### src/dly_host_cfg.svh
// Constants for the delay-line step code programming controller.
`ifndef DLY_HOST_CFG_SVH
`define DLY_HOST_CFG_SVH

// Own register map, byte addresses on the AXI4-Lite port.
`define REG_CTRL 8'h00
`define REG_TX 8'h04
`define REG_CMD 8'h08
`define REG_STAT 8'h0C
`define REG_RX 8'h10

// Control register fields.
`define CTRL_PAR_BIT 0
`define CTRL_TRANSP_BIT 1
`define CTRL_RESTORE_BIT 2
`define CTRL_CHAIN_LSB 4
`define CTRL_CHAIN_MSB 5
`define CTRL_RESET 32'h0000_0000

// Command and status fields.
`define CMD_GO_BIT 0
`define STAT_BUSY_BIT 0
`define STAT_FROZEN_BIT 1

// Bus responses.
`define RESP_OKAY 2'b00
`define RESP_SLVERR 2'b10

// Clock period in picoseconds.
`define CLK_PS 8000

// Pin timing figures in nanoseconds.
`define PARALLEL_SETTLE_TIME_NS 40
`define STROBE_SETTLE_TIME_NS 45
`define T_EW_NS 10
`define T_DSE_NS 10
`define T_ES_NS 10
`define T_EH_NS 10
`define STROBE_TO_SHIFT_OUT_VALID_NS 20
`define T_CQV_NS 20
`define MAX_DELAY_NS 2000

// Least time in ns rounded up to whole clock cycles, at least one.
`define CYC_UP(ns) ((((ns) * 1000 + `CLK_PS - 1) / `CLK_PS) < 1 ? 1 : \
    (((ns) * 1000 + `CLK_PS - 1) / `CLK_PS))

// Two-flop synchroniser depth on the returned serial data.
`define SYNC_CYC 2

`endif

### src/dly_host_pkg.sv
// Types shared by the delay-line step code programming controller.
package dly_host_pkg;

    // Sequencer states, one-hot.
    typedef enum logic [8:0] {
        ST_IDLE = 9'b0_0000_0001,
        ST_FREEZE = 9'b0_0000_0010,
        ST_PSETUP = 9'b0_0000_0100,
        ST_STROBE = 9'b0_0000_1000,
        ST_LEAD = 9'b0_0001_0000,
        ST_SC_LOW = 9'b0_0010_0000,
        ST_SC_HIGH = 9'b0_0100_0000,
        ST_TAIL = 9'b0_1000_0000,
        ST_SETTLE = 9'b1_0000_0000
    } seq_state_e;

    typedef logic [15:0] cnt_t;

endpackage : dly_host_pkg

### src/dly_host.sv
// Host controller that programs the delay line's step code over its pins.
//
// Notes on behaviour
// - Freeze input for max delay before update.
// - Keep input frozen until settling time passes.
// - Step code pins held in own register.
// - Serial: shift on clock rise, MSB first.
// - Chain: eight bits per device, MSB first.
// - First rise returns bit 6; seven more edges.
// - Readback rewritten before strobe falls.
`timescale 1ns/100ps
`include "dly_host_cfg.svh"

module dly_host
    import dly_host_pkg::*;
#(
    parameter int ADDR_W = 8,
    parameter int N_DEV = 4,
    parameter int MAX_DELAY_NS = `MAX_DELAY_NS
)
(
    input wire logic CLK, // System clock, 125 MHz.
    input wire logic RST_B, // Synchronous reset, active low.
    input wire logic AWVALID, // Write address valid.
    output logic AWREADY, // Write address ready.
    input wire logic [ADDR_W-1:0] AWADDR, // Write address.
    input wire logic WVALID, // Write data valid.
    output logic WREADY, // Write data ready.
    input wire logic [31:0] WDATA, // Write data.
    input wire logic [3:0] WSTRB, // Write byte strobes.
    output logic BVALID, // Write response valid.
    input wire logic BREADY, // Write response ready.
    output logic [1:0] BRESP, // Write response.
    input wire logic ARVALID, // Read address valid.
    output logic ARREADY, // Read address ready.
    input wire logic [ADDR_W-1:0] ARADDR, // Read address.
    output logic RVALID, // Read data valid.
    input wire logic RREADY, // Read data ready.
    output logic [31:0] RDATA, // Read data.
    output logic [1:0] RRESP, // Read response.
    input wire logic SIG_IN, // Signal to be delayed, same clock.
    output logic DLY_IN, // Signal driven to the delay line input.
    output logic INTERFACE_SELECT, // High parallel, low serial.
    output logic LOAD_STROBE, // Strobe to the delay line.
    output logic [7:0] STEP_CODE, // Parallel step code pins.
    output logic STEP_CODE_OE, // High while step code pins are driven.
    output logic SHIFT_CLK, // Serial shift clock, made here.
    output logic SHIFT_DATA, // Serial data into the chain.
    input wire logic SHIFT_RET // Serial data back from the chain.
);

    localparam int PDV_CYC = `CYC_UP(`PARALLEL_SETTLE_TIME_NS);
    localparam int EDV_CYC = `CYC_UP(`STROBE_SETTLE_TIME_NS);
    localparam int EW_CYC = `CYC_UP(`T_EW_NS);
    localparam int DSE_CYC = `CYC_UP(`T_DSE_NS);
    localparam int EH_CYC = `CYC_UP(`T_EH_NS);
    localparam int FRZ_CYC = `CYC_UP(MAX_DELAY_NS);
    // Wait for the returned bit to be valid and to clear the synchroniser.
    localparam int LEAD_CYC = `CYC_UP(`STROBE_TO_SHIFT_OUT_VALID_NS) + `SYNC_CYC;
    localparam int HALF_CYC = `CYC_UP(`T_CQV_NS);
    localparam int LEAD_MIN = `CYC_UP(`T_ES_NS);

    // Refuse settings the sequencer cannot serve.
    generate
        if (N_DEV < 1 || N_DEV > 4 || ADDR_W < 5 || FRZ_CYC > 65535 ||
            LEAD_CYC < LEAD_MIN)
        begin : g_bad_cfg
            $error("dly_host: unsupported parameter values");
        end
    endgenerate

    // Byte-lane merge used for every writable register.
    function automatic logic [31:0] merge(input logic [31:0] old_v,
                                          input logic [31:0] new_v,
                                          input logic [3:0] strb);
        logic [31:0] r;
        r = old_v;
        for (int i = 0; i < 4; i++)
        begin
            if (strb[i])
            begin
                r[8*i +: 8] = new_v[8*i +: 8];
            end
        end
        return r;
    endfunction : merge

    // Word address decode shared by both bus directions.
    function automatic logic hit(input logic [ADDR_W-1:0] a,
                                 input logic [7:0] off);
        return a[ADDR_W-1:2] == (ADDR_W-2)'(off[7:2]);
    endfunction : hit

    seq_state_e st_q;
    cnt_t cnt_q;
    logic [31:0] ctrl_q;
    logic [31:0] tx_q;
    logic [31:0] rx_q;
    logic [31:0] rd_q;
    logic [31:0] sh_q;
    logic [6:0] bits_q;
    logic [6:0] pass_bits_q;
    logic pass2_q;
    logic par_q;
    logic transp_q;
    logic restore_q;
    logic [5:0] align_q;
    logic go;
    logic wr_go;
    logic rd_go;
    logic cnt_done;
    logic ret_s1_q;
    logic ret_s2_q;
    logic [31:0] rdata_d;
    logic rd_ok;
    logic wr_ok;
    logic [2:0] chain_n;
    logic [31:0] back_w;

    assign cnt_done = cnt_q == 16'h0000;
    // Readback realigned so the farthest device's byte leads again.
    assign back_w = rx_q << align_q;
    assign chain_n = {1'b0, ctrl_q[`CTRL_CHAIN_MSB:`CTRL_CHAIN_LSB]} + 3'h1;

    // Write channel: both halves taken together, answered next cycle.
    assign wr_go = AWVALID && WVALID && !BVALID;
    assign AWREADY = wr_go;
    assign WREADY = wr_go;
    assign ARREADY = !RVALID;
    assign rd_go = ARVALID && !RVALID;
    assign wr_ok = hit(AWADDR, `REG_CTRL) || hit(AWADDR, `REG_TX) ||
        hit(AWADDR, `REG_CMD);
    // Start is ignored while busy; software polls the busy bit.
    assign go = wr_go && hit(AWADDR, `REG_CMD) && WSTRB[0] &&
        WDATA[`CMD_GO_BIT] && (st_q == ST_IDLE);

    // Writable registers.
    always_ff @(posedge CLK)
    begin
        if (!RST_B)
        begin
            ctrl_q <= `CTRL_RESET;
            tx_q <= 32'h0000_0000;
        end
        else if (wr_go)
        begin
            if (hit(AWADDR, `REG_CTRL))
            begin
                ctrl_q <= merge(ctrl_q, WDATA, WSTRB);
            end
            if (hit(AWADDR, `REG_TX))
            begin
                tx_q <= merge(tx_q, WDATA, WSTRB);
            end
        end
    end

    // Write response; an unmapped address gets a slave error.
    always_ff @(posedge CLK)
    begin
        if (!RST_B)
        begin
            BVALID <= 1'b0;
            BRESP <= `RESP_OKAY;
        end
        else if (wr_go)
        begin
            BVALID <= 1'b1;
            BRESP <= wr_ok ? `RESP_OKAY : `RESP_SLVERR;
        end
        else if (BREADY)
        begin
            BVALID <= 1'b0;
        end
    end

    // Read data mux.
    always_comb
    begin
        rdata_d = 32'h0000_0000;
        rd_ok = 1'b1;
        if (hit(ARADDR, `REG_CTRL))
        begin
            rdata_d = ctrl_q;
        end
        else if (hit(ARADDR, `REG_TX))
        begin
            rdata_d = tx_q;
        end
        else if (hit(ARADDR, `REG_CMD))
        begin
            rdata_d = 32'h0000_0000;
        end
        else if (hit(ARADDR, `REG_STAT))
        begin
            rdata_d[`STAT_BUSY_BIT] = st_q != ST_IDLE;
            rdata_d[`STAT_FROZEN_BIT] = st_q != ST_IDLE;
            rdata_d[15:8] = STEP_CODE;
        end
        else if (hit(ARADDR, `REG_RX))
        begin
            rdata_d = rd_q;
        end
        else
        begin
            rd_ok = 1'b0;
        end
    end

    // Read response, registered.
    always_ff @(posedge CLK)
    begin
        if (!RST_B)
        begin
            RVALID <= 1'b0;
            RDATA <= 32'h0000_0000;
            RRESP <= `RESP_OKAY;
        end
        else if (rd_go)
        begin
            RVALID <= 1'b1;
            RDATA <= rdata_d;
            RRESP <= rd_ok ? `RESP_OKAY : `RESP_SLVERR;
        end
        else if (RREADY)
        begin
            RVALID <= 1'b0;
        end
    end

    // Returned serial data crosses in through two flops before any use.
    always_ff @(posedge CLK)
    begin
        if (!RST_B)
        begin
            ret_s1_q <= 1'b0;
            ret_s2_q <= 1'b0;
        end
        else
        begin
            ret_s1_q <= SHIFT_RET;
            ret_s2_q <= ret_s1_q;
        end
    end

    // The delayed signal is held idle for the whole update so no spurious
    // edges leave the line; the cost is a lost stretch of input.
    always_ff @(posedge CLK)
    begin
        if (!RST_B)
        begin
            DLY_IN <= 1'b0;
        end
        else if (st_q == ST_IDLE && !go)
        begin
            DLY_IN <= SIG_IN;
        end
    end

    // Sequencer: state, timer and pin drive.
    always_ff @(posedge CLK)
    begin
        if (!RST_B)
        begin
            st_q <= ST_IDLE;
            cnt_q <= 16'h0000;
            par_q <= 1'b0;
            transp_q <= 1'b0;
            restore_q <= 1'b0;
            align_q <= 6'h00;
            INTERFACE_SELECT <= 1'b0;
            LOAD_STROBE <= 1'b0;
            STEP_CODE <= 8'h00;
            STEP_CODE_OE <= 1'b0;
            SHIFT_CLK <= 1'b0;
            SHIFT_DATA <= 1'b0;
        end
        else
        begin
            if (!cnt_done)
            begin
                cnt_q <= cnt_q - 16'h0001;
            end
            unique case (st_q)
                ST_IDLE:
                begin
                    if (go)
                    begin
                        par_q <= ctrl_q[`CTRL_PAR_BIT];
                        transp_q <= ctrl_q[`CTRL_TRANSP_BIT];
                        restore_q <= ctrl_q[`CTRL_RESTORE_BIT];
                        align_q <= 6'(8 * (4 - int'(chain_n)));
                        cnt_q <= 16'(FRZ_CYC);
                        st_q <= ST_FREEZE;
                    end
                end
                ST_FREEZE:
                begin
                    if (cnt_done && par_q)
                    begin
                        INTERFACE_SELECT <= 1'b1;
                        STEP_CODE_OE <= 1'b1;
                        STEP_CODE <= tx_q[7:0];
                        if (transp_q)
                        begin
                            LOAD_STROBE <= 1'b1;
                            cnt_q <= 16'(PDV_CYC);
                            st_q <= ST_SETTLE;
                        end
                        else
                        begin
                            LOAD_STROBE <= 1'b0;
                            cnt_q <= 16'(DSE_CYC);
                            st_q <= ST_PSETUP;
                        end
                    end
                    else if (cnt_done)
                    begin
                        // One code pin must float in serial mode.
                        INTERFACE_SELECT <= 1'b0;
                        STEP_CODE_OE <= 1'b0;
                        SHIFT_CLK <= 1'b0;
                        LOAD_STROBE <= 1'b1;
                        cnt_q <= 16'(LEAD_CYC);
                        st_q <= ST_LEAD;
                    end
                end
                ST_PSETUP:
                begin
                    if (cnt_done)
                    begin
                        LOAD_STROBE <= 1'b1;
                        cnt_q <= 16'(EW_CYC);
                        st_q <= ST_STROBE;
                    end
                end
                ST_STROBE:
                begin
                    if (cnt_done)
                    begin
                        LOAD_STROBE <= 1'b0;
                        cnt_q <= 16'(EDV_CYC);
                        st_q <= ST_SETTLE;
                    end
                end
                ST_LEAD:
                begin
                    if (cnt_done)
                    begin
                        SHIFT_DATA <= sh_q[31];
                        cnt_q <= 16'(HALF_CYC);
                        st_q <= ST_SC_LOW;
                    end
                end
                ST_SC_LOW:
                begin
                    if (cnt_done)
                    begin
                        SHIFT_CLK <= 1'b1;
                        cnt_q <= 16'(HALF_CYC);
                        st_q <= ST_SC_HIGH;
                    end
                end
                ST_SC_HIGH:
                begin
                    if (cnt_done)
                    begin
                        SHIFT_CLK <= 1'b0;
                        if (bits_q != 7'h00)
                        begin
                            SHIFT_DATA <= sh_q[31];
                            cnt_q <= 16'(HALF_CYC);
                            st_q <= ST_SC_LOW;
                        end
                        else if (restore_q && !pass2_q)
                        begin
                            // The restore pass starts at once; its first bit
                            // comes from the readback, as sh_q loads now.
                            SHIFT_DATA <= back_w[31];
                            cnt_q <= 16'(HALF_CYC);
                            st_q <= ST_SC_LOW;
                        end
                        else
                        begin
                            cnt_q <= 16'(EH_CYC);
                            st_q <= ST_TAIL;
                        end
                    end
                end
                ST_TAIL:
                begin
                    // Strobe falls only after every bit, so no clock edge
                    // ever reaches the line while the strobe is low.
                    if (cnt_done)
                    begin
                        LOAD_STROBE <= 1'b0;
                        cnt_q <= 16'(EDV_CYC);
                        st_q <= ST_SETTLE;
                    end
                end
                ST_SETTLE:
                begin
                    if (cnt_done)
                    begin
                        st_q <= ST_IDLE;
                    end
                end
            endcase
        end
    end

    // Shift data path: outgoing word, bit counter and returned word.
    always_ff @(posedge CLK)
    begin
        if (!RST_B)
        begin
            sh_q <= 32'h0000_0000;
            rx_q <= 32'h0000_0000;
            rd_q <= 32'h0000_0000;
            bits_q <= 7'h00;
            pass_bits_q <= 7'h00;
            pass2_q <= 1'b0;
        end
        else if (st_q == ST_FREEZE && cnt_done && !par_q)
        begin
            // Farthest device's byte leads, each byte MSB first.
            sh_q <= tx_q << align_q;
            bits_q <= 7'(32 - int'(align_q));
            pass_bits_q <= 7'(32 - int'(align_q));
            pass2_q <= 1'b0;
            rx_q <= 32'h0000_0000;
        end
        else if (st_q == ST_SC_LOW && cnt_done)
        begin
            // Sample just before the rise: the bit the chain now presents.
            rx_q <= {rx_q[30:0], ret_s2_q};
            sh_q <= {sh_q[30:0], 1'b0};
            bits_q <= bits_q - 7'h01;
        end
        else if (st_q == ST_SC_HIGH && cnt_done && bits_q == 7'h00 &&
                 !pass2_q)
        begin
            rd_q <= rx_q;
            if (restore_q)
            begin
                // Readback wiped the chain; shift the old codes back in.
                sh_q <= back_w;
                bits_q <= pass_bits_q;
                pass2_q <= 1'b1;
            end
        end
    end

    // A restore pass continues the clock train instead of ending it.
    // The chain output is not sampled once the strobe is low.

endmodule : dly_host

### config.mk
export PLATFORM = sky130hd
export DESIGN_NAME = dly_host
export DESIGN_NICKNAME = d
export VERILOG_FILES = /design/src/dly_host_pkg.sv /design/src/dly_host.sv
export VERILOG_INCLUDE_DIRS = /design/src /design/src/src
export SDC_FILE = /design/constraint.sdc
export NUM_CORES = 1
export LEC_CHECK = 0
export BUFFER_PORTS_ARGS = -buffer_cell sky130_fd_sc_hd__buf_2
export CORE_ASPECT_RATIO = 0.9
export CORE_UTILIZATION = 50
export DETAILED_ROUTE_END_ITERATION = 6
export HOLD_SLACK_MARGIN = 0.05
export PLACE_DENSITY_LB_ADDON = 0.1
export SLEW_MARGIN = 10
export SYNTH_ARGS = -nofsm -noshare
export SYNTH_HDL_FRONTEND = slang
export SYNTH_SLANG_ARGS = --single-unit
### constraint.sdc
create_clock -name CLK -period 2.95 [get_ports CLK]
set_input_delay 0.59 -clock CLK [delete_from_list [all_inputs] [get_ports CLK]]
set_output_delay 0.59 -clock CLK [all_outputs]
set_load 0.05 [all_outputs]
== Yosys cells after proc, flatten, opt, wreduce, memory -nomap -nowiden ==
Cells that the tools add are included.
Word-level totals
  bits in registers: 259
  input bits: 61
  output and inout port bits: 55
  logic and storage cells: 193
Operators by class
  $add $sub $neg: 5
  equal/unequal tests: 26
  shift-type cells: 2
  mux-type cells: 67
  bitwise operators: 3
  reduce and logical (&&, ||, !) cells: 57
Operators by type and width (count)
  $mux W32: 8
  $mux W16: 9
  $pmux W16 S6: 1
  $mux W9: 10
  $pmux W9 S8: 1
  $shl A32 B6 Y32: 2
  $reduce_and A3 Y1: 11
  $mux W7: 4
  $mux W8: 3
  $mux W1: 23
  $eq A6 B2 Y1 const B: 3
  $logic_and A1 B1 Y1: 16
  $logic_not A16 Y1: 1
  $sub A16 B1 Y16 const B: 1
  $ne A2 B2 Y1 const B: 7
  $eq A6 B1 Y1 const B: 2
  $logic_not A6 Y1: 2
  $reduce_bool A3 Y1: 4
  $reduce_and A2 Y1: 5
  $eq A9 B1 Y1 const B: 1
  $eq A9 B2 Y1 const B: 1
  $eq A9 B3 Y1 const B: 1
  $eq A9 B4 Y1 const B: 1
  $eq A9 B5 Y1 const B: 1
  26 further kinds: 42

== Longest topological paths before layout ==
Gate-level depths: netlist (run 1).
  depth after elaboration: 8
  depth in mapped cells: 10
  gate-level depth less buffers: 10

== Worst setup path after synthesis (run 1) ==
No wires, ideal clock.
  path kind: input-to-reg
  start point: in AWADDR[5]
  end point: reg cnt_q[10]
  setup time: 0.133 ns
  arrival: 2.450 ns
  data required time: 2.817 ns
  slack: 0.368 ns
  cell stages on the path: 7
  buffers on the path: 1
  cell sequence: or4_1 nor4_1 nand2b_1 clkbuf_1 o21ai_0 o21ai_1 nor2_1
Between the ends
  word-level cells in the longest chain between the ends: 7
RTL lines
  from (decl): RTL line dly_host.sv:26  | input wire logic [ADDR_W-1:0] AWADDR,
  $eq A6 B2 Y1: RTL line dly_host.sv:91  | return a[ADDR_W-1:2] == (ADDR_W-2)'(off[7:2]);
  $logic_and A1 B1 Y1 (4 in series): RTL line dly_host.sv:134  | assign go = wr_go && hit(AWADDR, `REG_CMD) && WSTRB[0] &&
  $mux W16: RTL line dly_host.sv:287  | if (go)
  $pmux W16 S6: RTL line dly_host.sv:284  | unique case (st_q)
  to (signal assigned): RTL line dly_host.sv:282  | cnt_q <= cnt_q - 16'h0001;
  to (signal assigned): RTL line dly_host.sv:293  | cnt_q <= 16'(FRZ_CYC);
  to (signal assigned): RTL line dly_host.sv:307  | cnt_q <= 16'(PDV_CYC);
  to (decl): RTL line dly_host.sv:95  | cnt_t cnt_q;
No other way between the ends.
A chain may end at the register's enable or synchronous reset.

== Worst setup path after layout (run 1) ==
  start point: reg cnt_q[0]
  end point: reg STEP_CODE[5]
Between the ends
  word-level cells in the longest chain between the ends: 3
RTL lines
  $logic_not A16 Y1: RTL line dly_host.sv:120  | assign cnt_done = cnt_q == 16'h0000;
  $logic_and A1 B1 Y1: RTL line dly_host.sv:299  | if (cnt_done && par_q)
  $reduce_and A2 Y1 (no source line)
  to (signal assigned): RTL line dly_host.sv:303  | STEP_CODE <= tx_q[7:0];
  to (decl): RTL line dly_host.sv:45  | output logic [7:0] STEP_CODE,
No other way between the ends.

==> key figures, run 1 <==
Route
  • DRC: 0
  • Drt via density: 5.790
  • Detailed-route wire length: 34670 um
  • Detailed Routing Iterations Pass 1: 5
  • DR iter-0 viols: 909
  • Mean routed wirelength per cell: 18.55 um
  • ANT nets after route: 0
  • Total number of vias: 10822

STA
  • RSZ-0062 raised after global routing: no
  • Fraction of the cycle the final worst path needs: 92.55%
  • Crit path time final: 2730 ps
  • Hold Fails Final Rpt: 0
  • Max Transition Viols Final: 0
  • Max Clock Skew: 12.41 ps
  • Fmax: 0.3663 GHz
  • Sum Neg Setup Slack: 0 ps
  • Actual slew at the worst max-slew pin: 910.6 ps
  • # setup viols final: 0
  • Slew headroom: 39.29%

Setup path
  • Crit path buffers/inverters: 3
  • Critical Path RT: 3390 ps
  • Crit-path cells: inv_1 -> ha_1 -> or4b_2 -> or2_2 -> nor2_4 -> buf_4 -> and3_1 -> buf_4 -> nand2_1 -> a21oi_1
  • Most frequent cell on the critical path: buf_4
  • Arrival time at the worst endpoint: 3170 ps
  • Setup crit start kind: flip-flop
  • CP delay by family, top: simple AND/OR/NAND/NOR gates
  • CP max stage delay: 600 ps
  • CP Max Fanout: 12
  • CP max stage cell: or4b_2
  • Capturing element type of the critical path: flip-flop
  • Crit Path Category: flip-flop to flip-flop

Global routing
  • Vias in the first global route: 9930
  • Initial antenna violation count: 0
  • First-pass GRT wire length: 54850 um
  • Largest net degree at the start of global routing: 178
  • Overall Global Routing Usage: 28.38%
  • Grt ovf: 0

Synth
  • Mean Syn Cell Area: 8.079 um^2
  • Sequential fraction of the synthesis area: 42.36%
  • Post-synth top cells: nand2_1 (266), dfxtp_1 (252), a21oi_1 (183), nor2_1 (145), mux2i_1 (112)
  • Synthesis Warnings: 0
  • Post-synth EDFFs: 0
  • Post-synth top area cell: dfxtp_1
  • Top_reg_cell synth: dfxtp_1
  • Top post-synthesis cells by area: dfxtp_1 (42%), mux2i_1 (9.4%), nand2_1 (8.4%), a21oi_1 (7.7%), nor2_1 (4.6%)
  • Asr flop ratio synth: 0%
  • Top-count cell post-synth: nand2_1
  • Top cell type's share of synthesized area: 42.36%
  • Seq cells post-synth: 252
  • Mapped Cells: 1474
  • Post-Syn Area: 11910 um^2
  • Synth cell types: 71

Floorplanning
  • Core area: 23340 um^2
  • DIE AREA: 24440 um^2
  • Number of I/O pins: 116
  • Width of the die: 164.7 um
  • Initial core utilization: 51.02%
  • Die Ht: 148.4 um
  • FP Rows: 53

Power and ir drop
  • Leak: 5.037 nW
  • Total power per unit cell area: 683.1 nW/um^2
  • Maximum VDD drop: 0.0005034 V

Cells and area
  • Reg area: 5047 um^2
  • Area of the multi-input gates: 6289 um^2
  • FILL cells: 2216
  • # diodes: 0
  • Syn-to-layout area delta: 14.59%
  • Final instance area: 13650 um^2
  • NumNets Final: 1616
  • Fraction of layout cells with a size suffix above 1: 13.98%

Clock network
  • Root buffer cell: clkbuf_16
  • # Post-CTS Setup Buffers: 0
  • CTS clk-pin slew, worst paths: 60 ps
  • Cts bufs inserted: 27
  • Hold Buf Count CTS: 0
  • Deepest clock path buffer count: 3
  • Clk sinks: 252
  • CTS tree: built
  • Skew-Pair Late Insertion Delay: 530 ps
  • Post-cts resize count: 0
  • CTS H-tree lvls: 1

Placement
  • Number of port buffers: 109
  • Global placement routability congestion: 0.9040
  • DP HPWL: 23930 um
  • Area after DPL: 12830 um^2

Run
  • Max cap viols: 0

Status
  • Status: finished, final reports clean

Worst hold path
  • HP Class: input port to flip-flop
## flip-flops by register name, indices dropped and copies added (netlist names), 2 cells and up
name and cells:
bits_q 7, rx_q 32, align_q 2, pass_bits_q 3
rd_q 32, ctrl_q 32, sh_q 32, tx_q 32
st_q 9, cnt_q 16, STEP_CODE 8, RDATA 32
## worst register-to-register path, delay by kind of cell, from the launching register on
kind / cells / cell delay, ps
AND/OR/NAND/NOR: 5 / 1420
buffers and inverters: 3 / 540
AO/OA/AOI/OAI: 1 / 170
adder cells (fa/ha/maj): 1 / 200
flip-flops: 1 / 320
## layout by cell type, fill, tap and decap left out, types with 21 or more instances in the layout
cell	instances
buf_4	43
buf_2	109
o211ai_1	34
clkbuf_16	27
mux2i_1	112
nand2_1	266
dfxtp_1	250
nor2_1	145
nor3_1	21
a211oi_1	25
a21oi_1	183
o21ai_0	65
nor2b_1	35
## cell type report
| cell class | count | share of cell area (%) |
|---|---|---|
| Sequential cell | 252 | 36.99 |
| Clock inverter | 4 | 0.3667 |
| Clock buffer | 43 | 5.611 |
| Timing Repair Buffer | 160 | 7.536 |
| Tap cell | 302 | 2.769 |
| Multi-Input combinational cell | 1085 | 46.08 |
| Inverter | 23 | 0.6510 |
## logic make-up after synthesis
family | synth area share [%]
AOI/OAI and AO/OA | 19.99
xor gates and xnor gates | 1.324
adders and majority gates | 0.6304
buffers and inverters | 5.012
DFF | 42.36
muxes | 9.508
other | 0.03149
and+or+nand+nor | 21.14
## routing by layer
metal,wire [um],GRT usage (%)
met5,0,0
met4,1022,8.578
met3,2109,3.681
met2,14710,42.65
met1,16830,41.97
## per-stage QoR
step | power [mW] | hold WS, ps | worst slack (ps) | cells | utilization, %
3_3_place_gp | 6.130 | 429.0 | 290.8 | 1822 | 54.97
3_5_place_dp | 6.147 | 422.1 | 246.0 | 1822 | 54.97
5_1_grt | 9.761 | 233.0 | 61.81 | 1869 | 58.46
6_report | 9.322 | 243.9 | 219.7 | 1869 | 58.46
2_1_floorplan | 5.479 | 411.9 | 367.6 | 1475 | -
4_1_cts | 9.343 | 235.6 | 243.7 | 1869 | 58.46
## path summary, 6_finish.rpt
check	endpoint	startpoint	cells after the start	slack, ps
worst max-delay path	STEP_CODE[5]$_SDFFE_PN0P_	cnt_q[0]$_SDFF_PN0_	10	220
worst min-delay path	RVALID$_SDFFE_PN0P_	RREADY	2	240
worst max register to register	STEP_CODE[5]$_SDFFE_PN0P_	cnt_q[0]$_SDFF_PN0_	10	220
worst min register to register	ret_s2_q$_SDFF_PN0_	ret_s1_q$_SDFF_PN0_	1	440
## power by group
part / total [mW] / internal [mW] / switching, mW
sequential: 3.78 / 3.59 / 0.186
combinational: 2.34 / 0.935 / 1.40
clock: 3.21 / 1.85 / 1.36
total: 9.32 / 6.38 / 2.94
Power figures use the tool's default switching activity.
==> run 2, diff against run 1 <==
CORE_UTILIZATION = 59   (was 50)
==> run 2 against run 1 <==
Worst hold slack gained 1.9 ps; non-clock buffer count shrank 3; sequential share of layout area grew 0.25 points; worst setup slack lost 15 ps; sequential power is essentially flat; via count grew 3.0%; global-route usage grew 5.1 points.
==> key figures, run 2 (synthesis results as in run 1) <==
Setup path
  • CP max stage cell: or4b_2
  • Reg2reg path depth: 10
  • Setup crit start kind: flip-flop
  • Critical Path RT: 3410 ps
  • CP max stage delay: 610 ps
  • Crit-path cells: inv_1 -> ha_1 -> or4b_2 -> or2_2 -> nor2_4 -> buf_4 -> and3_1 -> buf_4 -> nand2_1 -> a21oi_1
  • End point of the critical path: STEP_CODE[7]$_SDFFE_PN0P_
  • FF-to-FF End: STEP_CODE[7]$_SDFFE_PN0P_
  • Capturing element type of the critical path: flip-flop
  • CP Max Fanout: 13
  • Register-to-Register Setup Slack: 200 ps
  • Crit Path Category: flip-flop to flip-flop
  • Arrival time at the worst endpoint: 3210 ps
  • CP Launch Point: cnt_q[0]$_SDFF_PN0_
  • Most frequent cell on the critical path: buf_4
  • Worst R2R Start: cnt_q[0]$_SDFF_PN0_

Route
  • ANT nets after route: 0
  • Met3 Wirelength: 2943 um
  • DRC: 0
  • DR iter-0 viols: 924
  • Mean routed wirelength per cell: 19.11 um
  • Detailed Routing Iterations Pass 1: 5
  • Top sig layer: met4
  • Total number of vias: 11151
  • Drt via density: 6.144
  • Metal-1 WL: 15130 um
  • Detailed-route wire length: 34680 um
  • DR WL met2: 15330 um

Status
  • Status: finished, final reports clean

Cells and area
  • NumNets Final: 1612
  • Post-layout util: 69.67%
  • Commonest non-fill, non-tap cell in the layout: nand2_1
  • Fraction of layout cells with a size suffix above 1: 14.39%
  • Syn-to-layout area delta: 13.84%
  • Most frequent cells in the layout: nand2_1 (266), dfxtp_1 (250), a21oi_1 (183)

STA
  • Sum Neg Setup Slack: 0 ps
  • Max Clock Skew: 8.975 ps
  • Hold Fails Final Rpt: 0
  • Crit path time final: 2746 ps
  • RSZ-0062 raised after global routing: no
  • Slew headroom: 51.41%
  • Max Transition Viols Final: 0
  • Fmax: 0.3642 GHz
  • Fraction of the cycle the final worst path needs: 93.07%
  • # setup viols final: 0
  • Actual slew at the worst max-slew pin: 728.9 ps

Power and ir drop
  • Leak: 5.051 nW
  • Total power per unit cell area: 691.4 nW/um^2
  • Tot Pwr: 9.373 mW
  • Maximum VDD drop: 0.0005156 V

Placement
  • Global placement routability congestion: 0.9457
  • Number of port buffers: 109
  • DP HPWL: 23570 um

Floorplanning
  • FP Rows: 48
  • Core area: 19460 um^2
  • Number of I/O pins: 116
  • Width of the die: 151.8 um
  • DIE AREA: 20760 um^2
  • Initial core utilization: 61.20%
  • Die Ht: 136.8 um

Clock network
  • Root buffer cell: clkbuf_16
  • CTS clk-pin slew, worst paths: 60 ps
  • Hold Buf Count CTS: 0
  • Skew-Pair Late Insertion Delay: 530 ps
  • Cts bufs inserted: 26
  • Clk sinks: 252
  • CTS tree: built
  • Deepest clock path buffer count: 3
  • CTS H-tree lvls: 1
  • # Post-CTS Setup Buffers: 0
  • Post-cts resize count: 0

Global routing
  • Largest net degree at the start of global routing: 50
  • Vias in the first global route: 10211
  • Initial antenna violation count: 0
  • Overall Global Routing Usage: 33.46%
  • Grt ovf: 0
  • First-pass GRT wire length: 54340 um

Worst hold path
  • HP Class: input port to flip-flop

Run
  • Max cap viols: 0
[run 2: changes by cell type in the layout (fill, tap and decap cells not counted)]
cell	change
clkinvlp_4	-2
diode_2	+1
buf_12	-3
clkbuf_8	+3
clkbuf_1	-9
clkinv_2	+8
[run 2: layout make-up]
| type | count | area [um^2] |
|---|---|---|
| diodes | 1 | 2.502 |
| clock buffers | 37 | 773.2 |
| clock inverters | 10 | 75.07 |
| fillers | 1630 | 5902 |
| inverters | 23 | 88.84 |
| multi-input cells | 1085 | 6289 |
| flip-flops and latches | 252 | 5047 |
| well taps | 250 | 312.8 |
| repair buffers | 157 | 968.4 |
[run 2: critical path, delay by kind of cell, from the launching register on]
family / cells / cell delay (ps)
compound gates: 1 / 160
fa+ha+maj: 1 / 200
buf+inv: 3 / 550
flops: 1 / 320
simple gates: 5 / 1430
[run 2: worst min-delay path by stage]
stage	start	end	cells past startpoint	slack, ps
detailed placement	ret_s1_q$_SDFF_PN0_	ret_s2_q$_SDFF_PN0_	1	420
finish	RREADY	RVALID$_SDFFE_PN0P_	2	250
floorplan	ret_s1_q$_SDFF_PN0_	ret_s2_q$_SDFF_PN0_	1	410
global placement	ret_s1_q$_SDFF_PN0_	ret_s2_q$_SDFF_PN0_	1	420
CTS	RREADY	RVALID$_SDFFE_PN0P_	2	220
global route	RREADY	RVALID$_SDFFE_PN0P_	2	240
[run 2: layer usage]
| metal | vias to the layer above | global-route usage, % |
|---|---|---|
| met3 | 96 | 5.033 |
| li1 | 5301 | - |
| met1 | 5247 | 46.76 |
| met2 | 507 | 51.67 |
| met4 | 0 | 13.31 |
| met5 | - | 0 |
[run 2: power breakdown]
group / total, mW / internal [mW] / switching (mW)
Sequential: 3.78 / 3.59 / 0.192
Combinational: 2.33 / 0.909 / 1.42
Clock: 3.26 / 1.90 / 1.36
Total: 9.37 / 6.40 / 2.97
[run 2: per-stage QoR]
step | std cells | hold WS (ps) | worst slack, ps | area [um^2]
3_5_place_dp | 1767 | 419.8 | 260.6 | 12710
4_1_cts | 1814 | 223.1 | 224.4 | 13550
5_1_grt | 1814 | 236.5 | 70.09 | 13550
3_3_place_gp | 1767 | 415.2 | 308.5 | 12710
2_1_floorplan | 1475 | 411.9 | 367.6 | 11910
6_report | 1815 | 245.8 | 204.4 | 13560
